--- config.mk ---
export PLATFORM = sky130hd
export DESIGN_NAME = async_tx_end_flat
export DESIGN_NICKNAME = d
export VERILOG_FILES = /design/src/design/serial_pkg.sv /design/src/design/serial_link_if.sv /design/src/design/async_tx_end.sv /design/src/flat_wrapper.sv
export SDC_FILE = /design/constraint.sdc
export NUM_CORES = 1
export LEC_CHECK = 0
export BUFFER_PORTS_ARGS = -buffer_cell sky130_fd_sc_hd__buf_2
export CAP_MARGIN = 20
export CELL_PAD_IN_SITES_DETAIL_PLACEMENT = 0
export CELL_PAD_IN_SITES_GLOBAL_PLACEMENT = 1
export CORE_MARGIN = 4
export CORE_UTILIZATION = 54
export DETAILED_ROUTE_END_ITERATION = 8
export PLACE_DENSITY = 0.92
export SYNTH_ARGS = -nofsm -noshare
export SYNTH_HDL_FRONTEND = slang
export SYNTH_HIERARCHICAL = 1
export SYNTH_SLANG_ARGS = --single-unit
--- constraint.sdc ---
create_clock -name CLK -period 7.8 [get_ports CLK]
set_input_delay 1.56 -clock CLK [delete_from_list [all_inputs] [get_ports CLK]]
set_output_delay 1.56 -clock CLK [all_outputs]
set_load 0.005 [all_outputs]
--- src/design/serial_pkg.sv ---
// Shared constants for the asynchronous serial transmit channel and its far-end receiver.
// Assumes both ends run on one 100 MHz clock and see the same bit-rate settings.
package serial_pkg;
  localparam int       DATA_W        = 8;        // Data bits per frame
  localparam int       FIFO_DEPTH    = 8;        // Words held ahead of the shifter
  localparam int       CNT_W         = 16;       // Width of the bit-period counter
  localparam int       DIV_W         = 8;        // Width of the baud divisor
  localparam int       SHIFT_SLOW    = 5;        // Divide by 32 with both selects clear
  localparam int       SHIFT_MID     = 4;        // Divide by 16 with one select set
  localparam int       SHIFT_FAST    = 3;        // Divide by 8 with both selects set
  localparam logic     LINE_IDLE     = 1'b1;     // Idle and stop level of the line
  localparam logic     LINE_START    = 1'b0;     // Start bit level
  localparam logic     OE_N_RESET    = 1'b1;     // Pin not driven after reset
  localparam logic [2:0] LAST_BIT_IDX = 3'h7;   // Index of the final data bit
endpackage

--- src/design/serial_link_if.sv ---
// Serial line between the transmit end and the remote receiver.
// The line has a pull-up: while the transmitter does not drive it, it reads high.
`timescale 1ns/1ps
interface serial_link_if;
  logic txd;       // Level the transmitter would drive
  logic txd_oe_n;  // Low while the transmitter drives the line
  logic line;      // Resolved level seen on the wire

  // Pull-up stands in for the undriven pin
  assign line = txd_oe_n ? serial_pkg::LINE_IDLE : txd;

  modport line_driver (output txd, output txd_oe_n);
  modport line_receiver (input line, input txd_oe_n);
endinterface

--- src/design/async_tx_end.sv ---
// Transmit end of the asynchronous serial channel: byte FIFO, shifter, request flags.
// Assumes software drives the enable bits, acceptance gates and flag clears as levels
// and pulses synchronous to CLK, and a pulled-up line outside.
`timescale 1ns/1ps

// Byte buffer in front of the shifter; ready is registered so it can leave the block.
module tx_byte_fifo #(
  parameter int W = 8,
  parameter int D = 8
) (
  input  wire logic         clk,
  input  wire logic         reset_n,
  input  wire logic [W-1:0] in_data,
  input  wire logic         in_valid,
  output logic              in_ready,
  output logic [W-1:0]      out_data,
  output logic              out_valid,
  input  wire logic         out_ready
);
  localparam int AW = (D > 1) ? $clog2(D) : 1;

  logic [W-1:0]  mem [D];
  logic [AW-1:0] wptr_r;
  logic [AW-1:0] rptr_r;
  logic [AW:0]   count_r;
  logic [AW:0]   count_nxt;
  logic          in_ready_r;
  logic          push;
  logic          pop;

  assign push      = in_valid && in_ready_r;
  assign pop       = out_valid && out_ready;
  assign out_valid = (count_r != '0);
  assign out_data  = mem[rptr_r];
  assign in_ready  = in_ready_r;

  // Occupancy after this cycle decides next cycle's ready, so full is never overrun
  always_comb begin
    count_nxt = count_r;
    if (push && !pop) begin
      count_nxt = count_r + 1'b1;
    end else if (pop && !push) begin
      count_nxt = count_r - 1'b1;
    end
  end

  // Pointers and occupancy
  always_ff @(posedge clk or negedge reset_n) begin
    if (!reset_n) begin
      wptr_r     <= '0;
      rptr_r     <= '0;
      count_r    <= '0;
      in_ready_r <= 1'b0;
    end else begin
      count_r    <= count_nxt;
      in_ready_r <= (count_nxt < (AW+1)'(D));
      if (push) begin
        wptr_r <= (wptr_r == AW'(D-1)) ? '0 : wptr_r + 1'b1;
      end
      if (pop) begin
        rptr_r <= (rptr_r == AW'(D-1)) ? '0 : rptr_r + 1'b1;
      end
    end
  end

  // Storage, written at the write pointer
  always_ff @(posedge clk) begin
    if (push) begin
      mem[wptr_r] <= in_data;
    end
  end
endmodule

// Operation
// - Transmit disabled leaves the output pin undriven.
// - Enable rising edge raises transmit-empty request.
// - Each buffer-to-shifter move raises transmit-empty request.
// - Last stop bit with nothing queued raises finished while the finished enable is set.
// - Disabling transmit clears finished flag, releases pin.
// - Empty interrupt enable clear suppresses empty requests.
// - Software sets enables and empty gate to start.
// - Software writes first byte from empty handler.
// - Last byte: open finished gate, close empty path.
// - Finished handler clears enable, finished enable, gate.
// - New transmission repeats full start sequence.
// - Bit period is 32, 16 or 8 times divisor-plus-one clocks per the speed selects.
module async_tx_end
  import serial_pkg::*;
#(
  parameter int DEPTH = FIFO_DEPTH
) (
  input  wire logic               CLK,
  input  wire logic               RESET_N,
  input  wire logic               TRANSMIT_ENABLE_BIT,
  input  wire logic               TX_EMPTY_IRQ_EN,
  input  wire logic               TX_DONE_IRQ_EN,
  input  wire logic               IRQ_ACCEPT_GATE_EMPTY,
  input  wire logic               IRQ_ACCEPT_GATE_DONE,
  input  wire logic               DOUBLE_SPEED_SEL,
  input  wire logic               HALF_SAMPLE_SEL,
  input  wire logic [DIV_W-1:0]   BAUD_DIVISOR,
  input  wire logic [DATA_W-1:0]  WR_DATA,
  input  wire logic               WR_VALID,
  output logic                    WR_READY,
  input  wire logic               CLR_EMPTY_PENDING,
  input  wire logic               CLR_DONE_PENDING,
  output logic                    REQUEST_PENDING_FLAG_EMPTY,
  output logic                    REQUEST_PENDING_FLAG_DONE,
  output logic                    TX_EMPTY_REQUEST,
  output logic                    TX_FINISHED_REQUEST,
  serial_link_if.line_driver      LINK
);
  typedef enum logic [1:0] {ST_IDLE, ST_START, ST_DATA, ST_STOP} tx_state_t;

  tx_state_t          state_r;
  logic [CNT_W-1:0]   tick_cnt_r;
  logic [CNT_W-1:0]   bit_cycles;
  logic [CNT_W-1:0]   div_plus_one;
  logic [2:0]         bit_idx_r;
  logic [DATA_W-1:0]  shift_r;
  logic               txd_r;
  logic               txd_oe_n_r;
  logic               te_d_r;
  logic               empty_pend_r;
  logic               done_pend_r;
  logic               empty_req_r;
  logic               done_req_r;
  logic               fifo_valid;
  logic [DATA_W-1:0]  fifo_data;
  logic               load;
  logic               tick;
  logic               frame_end;
  logic               te;

  assign te = TRANSMIT_ENABLE_BIT;

  // Queue of bytes written by software; the shifter drains it one frame at a time
  tx_byte_fifo #(
    .W (DATA_W),
    .D (DEPTH)
  ) u_fifo (
    .clk       (CLK),
    .reset_n   (RESET_N),
    .in_data   (WR_DATA),
    .in_valid  (WR_VALID),
    .in_ready  (WR_READY),
    .out_data  (fifo_data),
    .out_valid (fifo_valid),
    .out_ready (load)
  );

  // Bit period: (divisor + 1) scaled by 32, 16 or 8 clocks per the speed selects
  assign div_plus_one = {{(CNT_W-DIV_W){1'b0}}, BAUD_DIVISOR} + CNT_W'(1);
  always_comb begin
    unique case ({DOUBLE_SPEED_SEL, HALF_SAMPLE_SEL})
      2'b00:   bit_cycles = div_plus_one << SHIFT_SLOW;
      2'b11:   bit_cycles = div_plus_one << SHIFT_FAST;
      default: bit_cycles = div_plus_one << SHIFT_MID;
    endcase
  end

  assign tick      = (tick_cnt_r == bit_cycles - CNT_W'(1));
  assign load      = (state_r == ST_IDLE) && te && fifo_valid;
  assign frame_end = (state_r == ST_STOP) && tick;

  // Frame shifter; dropping the enable aborts any frame in flight
  always_ff @(posedge CLK or negedge RESET_N) begin
    if (!RESET_N) begin
      state_r    <= ST_IDLE;
      tick_cnt_r <= '0;
      bit_idx_r  <= '0;
      shift_r    <= '0;
      txd_r      <= LINE_IDLE;
    end else if (!te) begin
      state_r    <= ST_IDLE;
      tick_cnt_r <= '0;
      txd_r      <= LINE_IDLE;
    end else begin
      unique case (state_r)
        ST_IDLE: begin
          tick_cnt_r <= '0;
          if (fifo_valid) begin
            shift_r <= fifo_data;
            txd_r   <= LINE_START;
            state_r <= ST_START;
          end
        end
        ST_START: begin
          if (tick) begin
            tick_cnt_r <= '0;
            bit_idx_r  <= '0;
            txd_r      <= shift_r[0];
            state_r    <= ST_DATA;
          end else begin
            tick_cnt_r <= tick_cnt_r + CNT_W'(1);
          end
        end
        ST_DATA: begin
          if (tick) begin
            tick_cnt_r <= '0;
            if (bit_idx_r == LAST_BIT_IDX) begin
              txd_r   <= LINE_IDLE;
              state_r <= ST_STOP;
            end else begin
              bit_idx_r <= bit_idx_r + 3'h1;
              shift_r   <= shift_r >> 1;
              txd_r     <= shift_r[1];
            end
          end else begin
            tick_cnt_r <= tick_cnt_r + CNT_W'(1);
          end
        end
        ST_STOP: begin
          if (tick) begin
            tick_cnt_r <= '0;
            state_r    <= ST_IDLE;
          end else begin
            tick_cnt_r <= tick_cnt_r + CNT_W'(1);
          end
        end
      endcase
    end
  end

  // Pin drive follows the enable; a pull-up holds the line while released
  always_ff @(posedge CLK or negedge RESET_N) begin
    if (!RESET_N) begin
      txd_oe_n_r <= OE_N_RESET;
      te_d_r     <= 1'b0;
    end else begin
      txd_oe_n_r <= !te;
      te_d_r     <= te;
    end
  end

  // Empty flag: set on enable rise and on each load while the empty enable is set; set beats a same-cycle clear
  always_ff @(posedge CLK or negedge RESET_N) begin
    if (!RESET_N) begin
      empty_pend_r <= 1'b0;
    end else if (TX_EMPTY_IRQ_EN && ((te && !te_d_r) || load)) begin
      empty_pend_r <= 1'b1;
    end else if (CLR_EMPTY_PENDING) begin
      empty_pend_r <= 1'b0;
    end
  end

  // Finished flag: last stop bit with an empty queue and the finished enable set; disabling transmit clears it.
  // A frame cut short by the disable never counts as finished, so the clear holds.
  always_ff @(posedge CLK or negedge RESET_N) begin
    if (!RESET_N) begin
      done_pend_r <= 1'b0;
    end else if (frame_end && te && !fifo_valid && TX_DONE_IRQ_EN) begin
      done_pend_r <= 1'b1;
    end else if (CLR_DONE_PENDING || !te) begin
      done_pend_r <= 1'b0;
    end
  end

  // Requests reach the processor only through its enables and acceptance gates,
  // so the start, last-byte and finish handler sequences steer them
  always_ff @(posedge CLK or negedge RESET_N) begin
    if (!RESET_N) begin
      empty_req_r <= 1'b0;
      done_req_r  <= 1'b0;
    end else begin
      empty_req_r <= empty_pend_r && TX_EMPTY_IRQ_EN && IRQ_ACCEPT_GATE_EMPTY;
      done_req_r  <= done_pend_r && TX_DONE_IRQ_EN && IRQ_ACCEPT_GATE_DONE;
    end
  end

  assign REQUEST_PENDING_FLAG_EMPTY = empty_pend_r;
  assign REQUEST_PENDING_FLAG_DONE  = done_pend_r;
  assign TX_EMPTY_REQUEST           = empty_req_r;
  assign TX_FINISHED_REQUEST        = done_req_r;
  assign LINK.txd                   = txd_r;
  assign LINK.txd_oe_n              = txd_oe_n_r;
endmodule

--- src/flat_wrapper.sv ---
// flat-port wrapper written by rule: the top's interface ports become plain ports
module async_tx_end_flat import serial_pkg::*;
#(
  parameter int DEPTH = FIFO_DEPTH
)
  (CLK, RESET_N, TRANSMIT_ENABLE_BIT, TX_EMPTY_IRQ_EN, TX_DONE_IRQ_EN, IRQ_ACCEPT_GATE_EMPTY, IRQ_ACCEPT_GATE_DONE, DOUBLE_SPEED_SEL, HALF_SAMPLE_SEL, BAUD_DIVISOR, WR_DATA, WR_VALID, WR_READY, CLR_EMPTY_PENDING, CLR_DONE_PENDING, REQUEST_PENDING_FLAG_EMPTY, REQUEST_PENDING_FLAG_DONE, TX_EMPTY_REQUEST, TX_FINISHED_REQUEST, LINK_txd, LINK_txd_oe_n);
  serial_link_if LINK_i ();
  input  wire logic CLK;
  input  wire logic RESET_N;
  input  wire logic TRANSMIT_ENABLE_BIT;
  input  wire logic TX_EMPTY_IRQ_EN;
  input  wire logic TX_DONE_IRQ_EN;
  input  wire logic IRQ_ACCEPT_GATE_EMPTY;
  input  wire logic IRQ_ACCEPT_GATE_DONE;
  input  wire logic DOUBLE_SPEED_SEL;
  input  wire logic HALF_SAMPLE_SEL;
  input  wire logic [DIV_W-1:0] BAUD_DIVISOR;
  input  wire logic [DATA_W-1:0] WR_DATA;
  input  wire logic WR_VALID;
  output logic WR_READY;
  input  wire logic CLR_EMPTY_PENDING;
  input  wire logic CLR_DONE_PENDING;
  output logic REQUEST_PENDING_FLAG_EMPTY;
  output logic REQUEST_PENDING_FLAG_DONE;
  output logic TX_EMPTY_REQUEST;
  output logic TX_FINISHED_REQUEST;
  output wire logic [$bits(LINK_i.txd)-1:0] LINK_txd;
  output wire logic [$bits(LINK_i.txd_oe_n)-1:0] LINK_txd_oe_n;
  assign LINK_txd = LINK_i.txd;
  assign LINK_txd_oe_n = LINK_i.txd_oe_n;
  async_tx_end #(.DEPTH(DEPTH)) u_core (.CLK(CLK), .RESET_N(RESET_N), .TRANSMIT_ENABLE_BIT(TRANSMIT_ENABLE_BIT), .TX_EMPTY_IRQ_EN(TX_EMPTY_IRQ_EN), .TX_DONE_IRQ_EN(TX_DONE_IRQ_EN), .IRQ_ACCEPT_GATE_EMPTY(IRQ_ACCEPT_GATE_EMPTY), .IRQ_ACCEPT_GATE_DONE(IRQ_ACCEPT_GATE_DONE), .DOUBLE_SPEED_SEL(DOUBLE_SPEED_SEL), .HALF_SAMPLE_SEL(HALF_SAMPLE_SEL), .BAUD_DIVISOR(BAUD_DIVISOR), .WR_DATA(WR_DATA), .WR_VALID(WR_VALID), .WR_READY(WR_READY), .CLR_EMPTY_PENDING(CLR_EMPTY_PENDING), .CLR_DONE_PENDING(CLR_DONE_PENDING), .REQUEST_PENDING_FLAG_EMPTY(REQUEST_PENDING_FLAG_EMPTY), .REQUEST_PENDING_FLAG_DONE(REQUEST_PENDING_FLAG_DONE), .TX_EMPTY_REQUEST(TX_EMPTY_REQUEST), .TX_FINISHED_REQUEST(TX_FINISHED_REQUEST), .LINK(LINK_i));
endmodule
* After elaboration in Yosys (flattened, before gate mapping) *
Memory sizes are Yosys's and may differ from the RTL's.
Cells that the tools add are included.

operators by class
  equality and inequality tests = 18
  magnitude comparators = 1
  add/subtract/negate cells = 8
  muxes and demuxes = 35
  reductions and logical operators = 35

operators by type and width
  kind                                                                  number
  16-bit one-hot mux with 2 select lines                                2
  16-bit 2-to-1 mux                                                     2
  8-bit 2-to-1 mux                                                      3
  16-bit by 1-bit adder with 16-bit output, second input constant       1
  16-bit equality test                                                  1
  1-bit logical AND                                                     16
  8-bit one-hot mux with 2 select lines                                 1
  16-bit by 1-bit subtractor with 16-bit output, second input constant  1
  3-bit 2-to-1 mux                                                      5
  3-bit by 2-bit != test with 1-bit output, second input constant       5
  5-bit AND reduction                                                   3
  2-bit 2-to-1 mux                                                      6
  1-bit 2-to-1 mux                                                      11
  3-bit by 1-bit adder with 3-bit output, second input constant         3
  8-bit by 1-bit adder with 9-bit output, second input constant         1
  3-bit equality test, second input constant                            3
  4-bit 2-to-1 mux                                                      2
  2-bit one-hot mux with 4 select lines                                 1
  2-bit nonzero test                                                    4
  2-bit equality test, second input constant                            3
  2-bit by 1-bit != test with 1-bit output, second input constant       3
  3-bit one-hot mux with 2 select lines                                 1
  1-bit zero test                                                       5
  4-bit by 1-bit adder with 4-bit output, second input constant         1
  other kinds (11)                                                      13

word-level totals
  output and inout port bits = 7
  bits of input ports = 28
  word-level logic and storage cells = 113
  memories = 1
  bits in writable memories = 64
  bits in registers = 47

memory list
  name               depth  bits a word  rd ports  clocked after memory_dff  write ports  RTL line            text
  u_core.u_fifo.mem  8      8            1         0                         1            async_tx_end.sv:22  logic [W-1:0] mem [D];

* Longest topological paths before layout *
  depth in word-level cells = 9
  depth in mapped cells = 17
  gate-level depth less buffers = 14

* Cells and area by module *
Netlist, hierarchy kept.

by module, submodules not included
  module        area an instance (um^2)  times used  seq. area each (um^2)  cells each
  tx_byte_fifo  3210.6                   1           2197.1                 173
  async_tx_end  3070.4                   1           903.4                  352

* Least setup slack after synthesis *
OpenSTA, ideal clock, no wires.

  path type = input -> register
  start point = input DOUBLE_SPEED_SEL
  end point = register u_core.shift_r[0]
  buffers on the path = 2
  library setup time = 0.125 ns
  arrival = 4.710 ns
  required time = 7.675 ns
  path slack = 2.966 ns
  stages on the path = 15
  cells stage by stage = inv_1 > ha_1 > buf_2 > inv_1 > clkbuf_1 > o22a_1 > ha_1 > xor2_1 > or3_1 > mux2i_1 > o2111ai_1 > a2111oi_4 > a31oi_1 > nor3_4 > mux2_2

on the way
  cells in the longest elaborated chain, start to end = 6
  elaborated cells on any way between the ends = 7
  classes of those cells = add/sub: 1; eq/ne: 3; mux: 1; reduce/logical: 2

ends and longest elaborated chain
  item                                                           RTL line             text
  from (decl)                                                    flat_wrapper.sv:15   input wire logic DOUBLE_SPEED_SEL;
  2-bit equality test / 2-bit zero test (equally long branches)  async_tx_end.sv:155  unique case ({DOUBLE_SPEED_SEL, HALF_SAMPLE_SEL})
  16-bit one-hot mux with 2 select lines (*)                     async_tx_end.sv:155
  16-bit by 1-bit subtractor with 16-bit output (*)              async_tx_end.sv:162  assign tick = (tick_cnt_r == bit_cycles - CNT_W'(1));
  16-bit equality test (*)                                       async_tx_end.sv:162
  2-bit by 1-bit != test with 1-bit output (no line) (*)         --
  5-bit AND reduction (no line) (*)                              --
  to (signal assigned)                                           async_tx_end.sv:183  shift_r <= fifo_data;
  to (signal assigned)                                           async_tx_end.sv:206  shift_r <= shift_r >> 1;
  to (decl)                                                      async_tx_end.sv:120  logic [DATA_W-1:0] shift_r;

Mark *: on every way between the ends. The rest lies on a longest branch, timed or not.
A chain may end at the register's enable or synchronous reset.

* Worst setup path after layout *
  start point = input DOUBLE_SPEED_SEL
  end point = register u_core.shift_r[2]

Same word-level chain as after synthesis.

==> results.tsv <==
metric	value	unit
status	finished, final reports clean	
drt_iter0_drc	349	
vias_per_cell	6.15	
starting_density_of_the_core	55.0	%
pre_cts_slack	2.05	ns
synthesis.area	6280	µm²
cell_chosen_for_the_clock_root	clkbuf_16	
dr_total_vias	4296	
crit_chain	buf_2 > inv_1 > ha_1 > inv_1 > a211o_1 > and3_1 > a2111oi_0 > or3b_1 > a2111oi_4 > a31oi_1 > nor3_4 > mux2_2	
clkSlewWorstSetupHoldPaths	0.07	ns
io_pins	35	
timing.critical_path.required	8.03	ns
drt-wirelength-per-cell	17.3	µm
cts_setup_buffers	0	
p_leak	0.00265	µW
sequential_cell_area	3100	µm²
die-height	116	µm
timing.critical_path.arrival	5.71	ns
worst_path_most_repeated_cell	inv_1	
cp_num_buf_inv	3	
total_nets_after_synthesis	573	
dr.pass1.iters	5	
floorplan.die.width	116	µm
post_synth.cell_area_avg	12.0	µm²
antenna_violating_nets_post_route	0	
ffs_w_async_s_r_synth	42.3	%
synthToLayoutAreaGrowth	8.55	%
filler_cell_count	917	
timing.critical_path.to_type	register	
synthCells	525	
cts.sinks	111	
irDropWorstVdd	0.199	mV
placementRows	39	
fp.dieArea	13400	µm²
rsz0062_at_grt	no	
timing.clock.skew	0.0111	ns
crit_family	compound AO/OA/AOI/OAI gates	
first_pass_grt_wire_length	20100	µm
clock_insertion_delay_worst_skew	0.35	ns
worstPathMaxFanout	20	
timing_worst_slew_pin_value	0.988	ns
first_global_vias	4088	
maxClockFrequency	182	MHz
pin_count_of_the_biggest_net_entering_global_routing	48	
postCtsResizedCells	0	
hold_class	reg2reg	
antennaDiodeCount	0	
setup_slack	2.32	ns
clock_path_buffers	2	
ctsHoldBuffers	0	
maxSlewViolCount	0	
grt-ovfl-total	0	
most_common_flop_cell_mapped_by_yosys	edfxtp_1	
cts_tree	done	
grtUsageTotal	18.8	%
finalPower	1970	µW
hpwl	8840	µm
synth_sequential_area_ratio	49.4	%
maxCapViolations	0	
synth-edff-count	64	
fraction_of_final_layout_cells_with_drive_strength_greater_than_1	18.4	%
h-tree-depth	3	
num-nets-final	598	
cp_slowest_cell	ha_1	
weighted_congestion_at_the_end_of_routability_driven_global_placement	0.841	
multiInputGateArea	2930	µm²
cts-buffers-inserted	9	
totalWireLength	12100	µm
setup_viol_count_final	0	
cpPeakStageDelay	0.68	ns
power_density	288	nW/µm²
cp-start-kind	primary input	
core	11400	µm²
criticalPathCategory	in2reg	
period_minus_slack	5.48	ns
antenna_found_initial	0	
slew_headroom	34.1	%
post-route-period-util	70.3	%
timing.setup.tns	0	ns
report.final.hold_viol_count	0	
post_synth_num_cell_types	75	
count_of_buffers_inserted_at_the_top_level_ports	34	
synthesized_flop_and_latch_total	111	
remaining_drc_errors	0	
yosysWarningCount	6	
worst paths after layout:
| kind | depth (start not counted) | slack [ns] | end | from |
|---|---|---|---|---|
| min | 1 | 0.47 | u_core/tick_cnt_r[0]$_DFF_PN0_ | u_core/tick_cnt_r[0]$_DFF_PN0_ |
| max reg2reg | 8 | 4.60 | u_core/shift_r[2]$_DFFE_PN0P_ | u_core/tick_cnt_r[11]$_DFF_PN0_ |
| min in group asynchronous | 1 | 1.08 | u_core/TX_EMPTY_REQUEST$_DFF_PN0_ | RESET_N |
| max | 12 | 2.32 | u_core/shift_r[2]$_DFFE_PN0P_ | DOUBLE_SPEED_SEL |
| max in group asynchronous | 2 | 6.19 | u_core/LINK.txd$_DFFE_PN1P_ | RESET_N |
| min reg2reg | 1 | 0.47 | u_core/tick_cnt_r[0]$_DFF_PN0_ | u_core/tick_cnt_r[0]$_DFF_PN0_ |
layout by cell type (no fill, tap or decap), types with 10 or more instances in the layout:
master and n:
a21oi_1 11, and3_1 12, buf_2 36, dfrtp_1 45
edfxtp_1 64, ha_1 20, inv_1 25, mux2_2 19
nand2_1 31, nand2b_1 10, nand3_1 19, nand4_1 10
nor2_1 35, nor3_1 12, o21ai_0 16, xnor2_1 15
xor2_1 13
worst reg2reg max path, stage by stage (launching register included):
cell and delay [ns]:
dfrtp_1 0.38, inv_1 0.11, and3_1 0.17, a2111oi_0 0.58, or3b_1 0.46, a2111oi_4 0.45, a31oi_1 0.19, nor3_4 0.36
mux2_2 0.39
cell type report:
class                           count  share of cell area (%)
Clock inverter                      6                   0.936
Clock buffer                       10                    3.36
Timing Repair Buffer               40                    3.27
Sequential cell                   111                    45.5
Inverter                           25                    1.38
Multi-Input combinational cell    363                    43.0
Tap cell                          143                    2.62
power by group:
group | leakage (µW) | switching [µW] | internal [µW] | total, µW
sequential | 0.00118 | 114 | 737 | 850
combinational | 0.00134 | 317 | 354 | 671
clock | 0.000139 | 219 | 225 | 444
sequential cells by signal, summed over array words and instances, names as in the netlist, 2 cells and up, named ones only:
name / count
u_core/u_fifo/mem: 64
u_core/tick_cnt_r: 16
u_core/shift_r: 8
u_core/bit_idx_r: 3
u_core/u_fifo/count_r: 3
u_core/u_fifo/rptr_r: 3
u_core/u_fifo/wptr_r: 3
u_core/state_r: 2
synthesized netlist by cell type (all sizes together), types with 3 or more instances:
master   number  area share, %
nand4b        3           0.42
mux4         16            6.2
nor2         35            2.1
a22oi         3           0.36
nor3         13            1.2
edfxtp       64             31
clkbuf       12           0.74
a211oi        5           0.68
xor2         13            1.8
o2111ai       4           0.56
o211ai        3           0.36
buf          14            1.8
nand2b       10            1.0
mux2i         9            1.4
a2111oi       3            1.0
nand3b        3           0.36
nor4          9           0.90
mux2         28            5.5
and2          7           0.74
nand4        10            1.0
inv          25            1.5
o21ai        16            1.3
a21oi        11           0.88
ha           20            4.0
nor2b         7           0.70
a31oi         4           0.40
or3           5           0.50
o22a          4           0.56
dfrtp        45             18
and3         12            1.2
nand2        31            1.9
xnor2        15            2.1
a221o         3           0.48
nand3        20            1.7
kinds of logic after synthesis:
logic type                 after synthesis  share of synthesized area [%]
AOI/OAI and AO/OA                       86                           10.5
adders and majority gates               20                           3.98
buffers and inverters                   51                           4.00
DFF                                    111                           49.4
and+or+nand+nor                        176                           15.1
xor gates and xnor gates                28                           3.90
muxes                                   53                           13.1
metrics by stage:
stage	instances	cell area (µm²)	utilization, %	hold slack, ns
2_1_floorplan	525	6280	-	0.425
3_3_place_gp	677	6480	56.7	0.437
3_5_place_dp	678	6480	56.8	0.457
4_1_cts	694	6780	59.4	0.467
5_1_grt	698	6820	59.7	0.511
6_report	698	6820	59.7	0.467
metal layers:
layer | global-route usage, % | vias up | wire [µm]
li1 | - | 2040 | -
met2 | 32.1 | 119 | 6040
met3 | 2.77 | 26 | 471
met4 | 7.27 | 0 | 271
met1 | 24.3 | 2111 | 5280
met5 | 0 | - | 0
(Power assumes the default switching activity.)
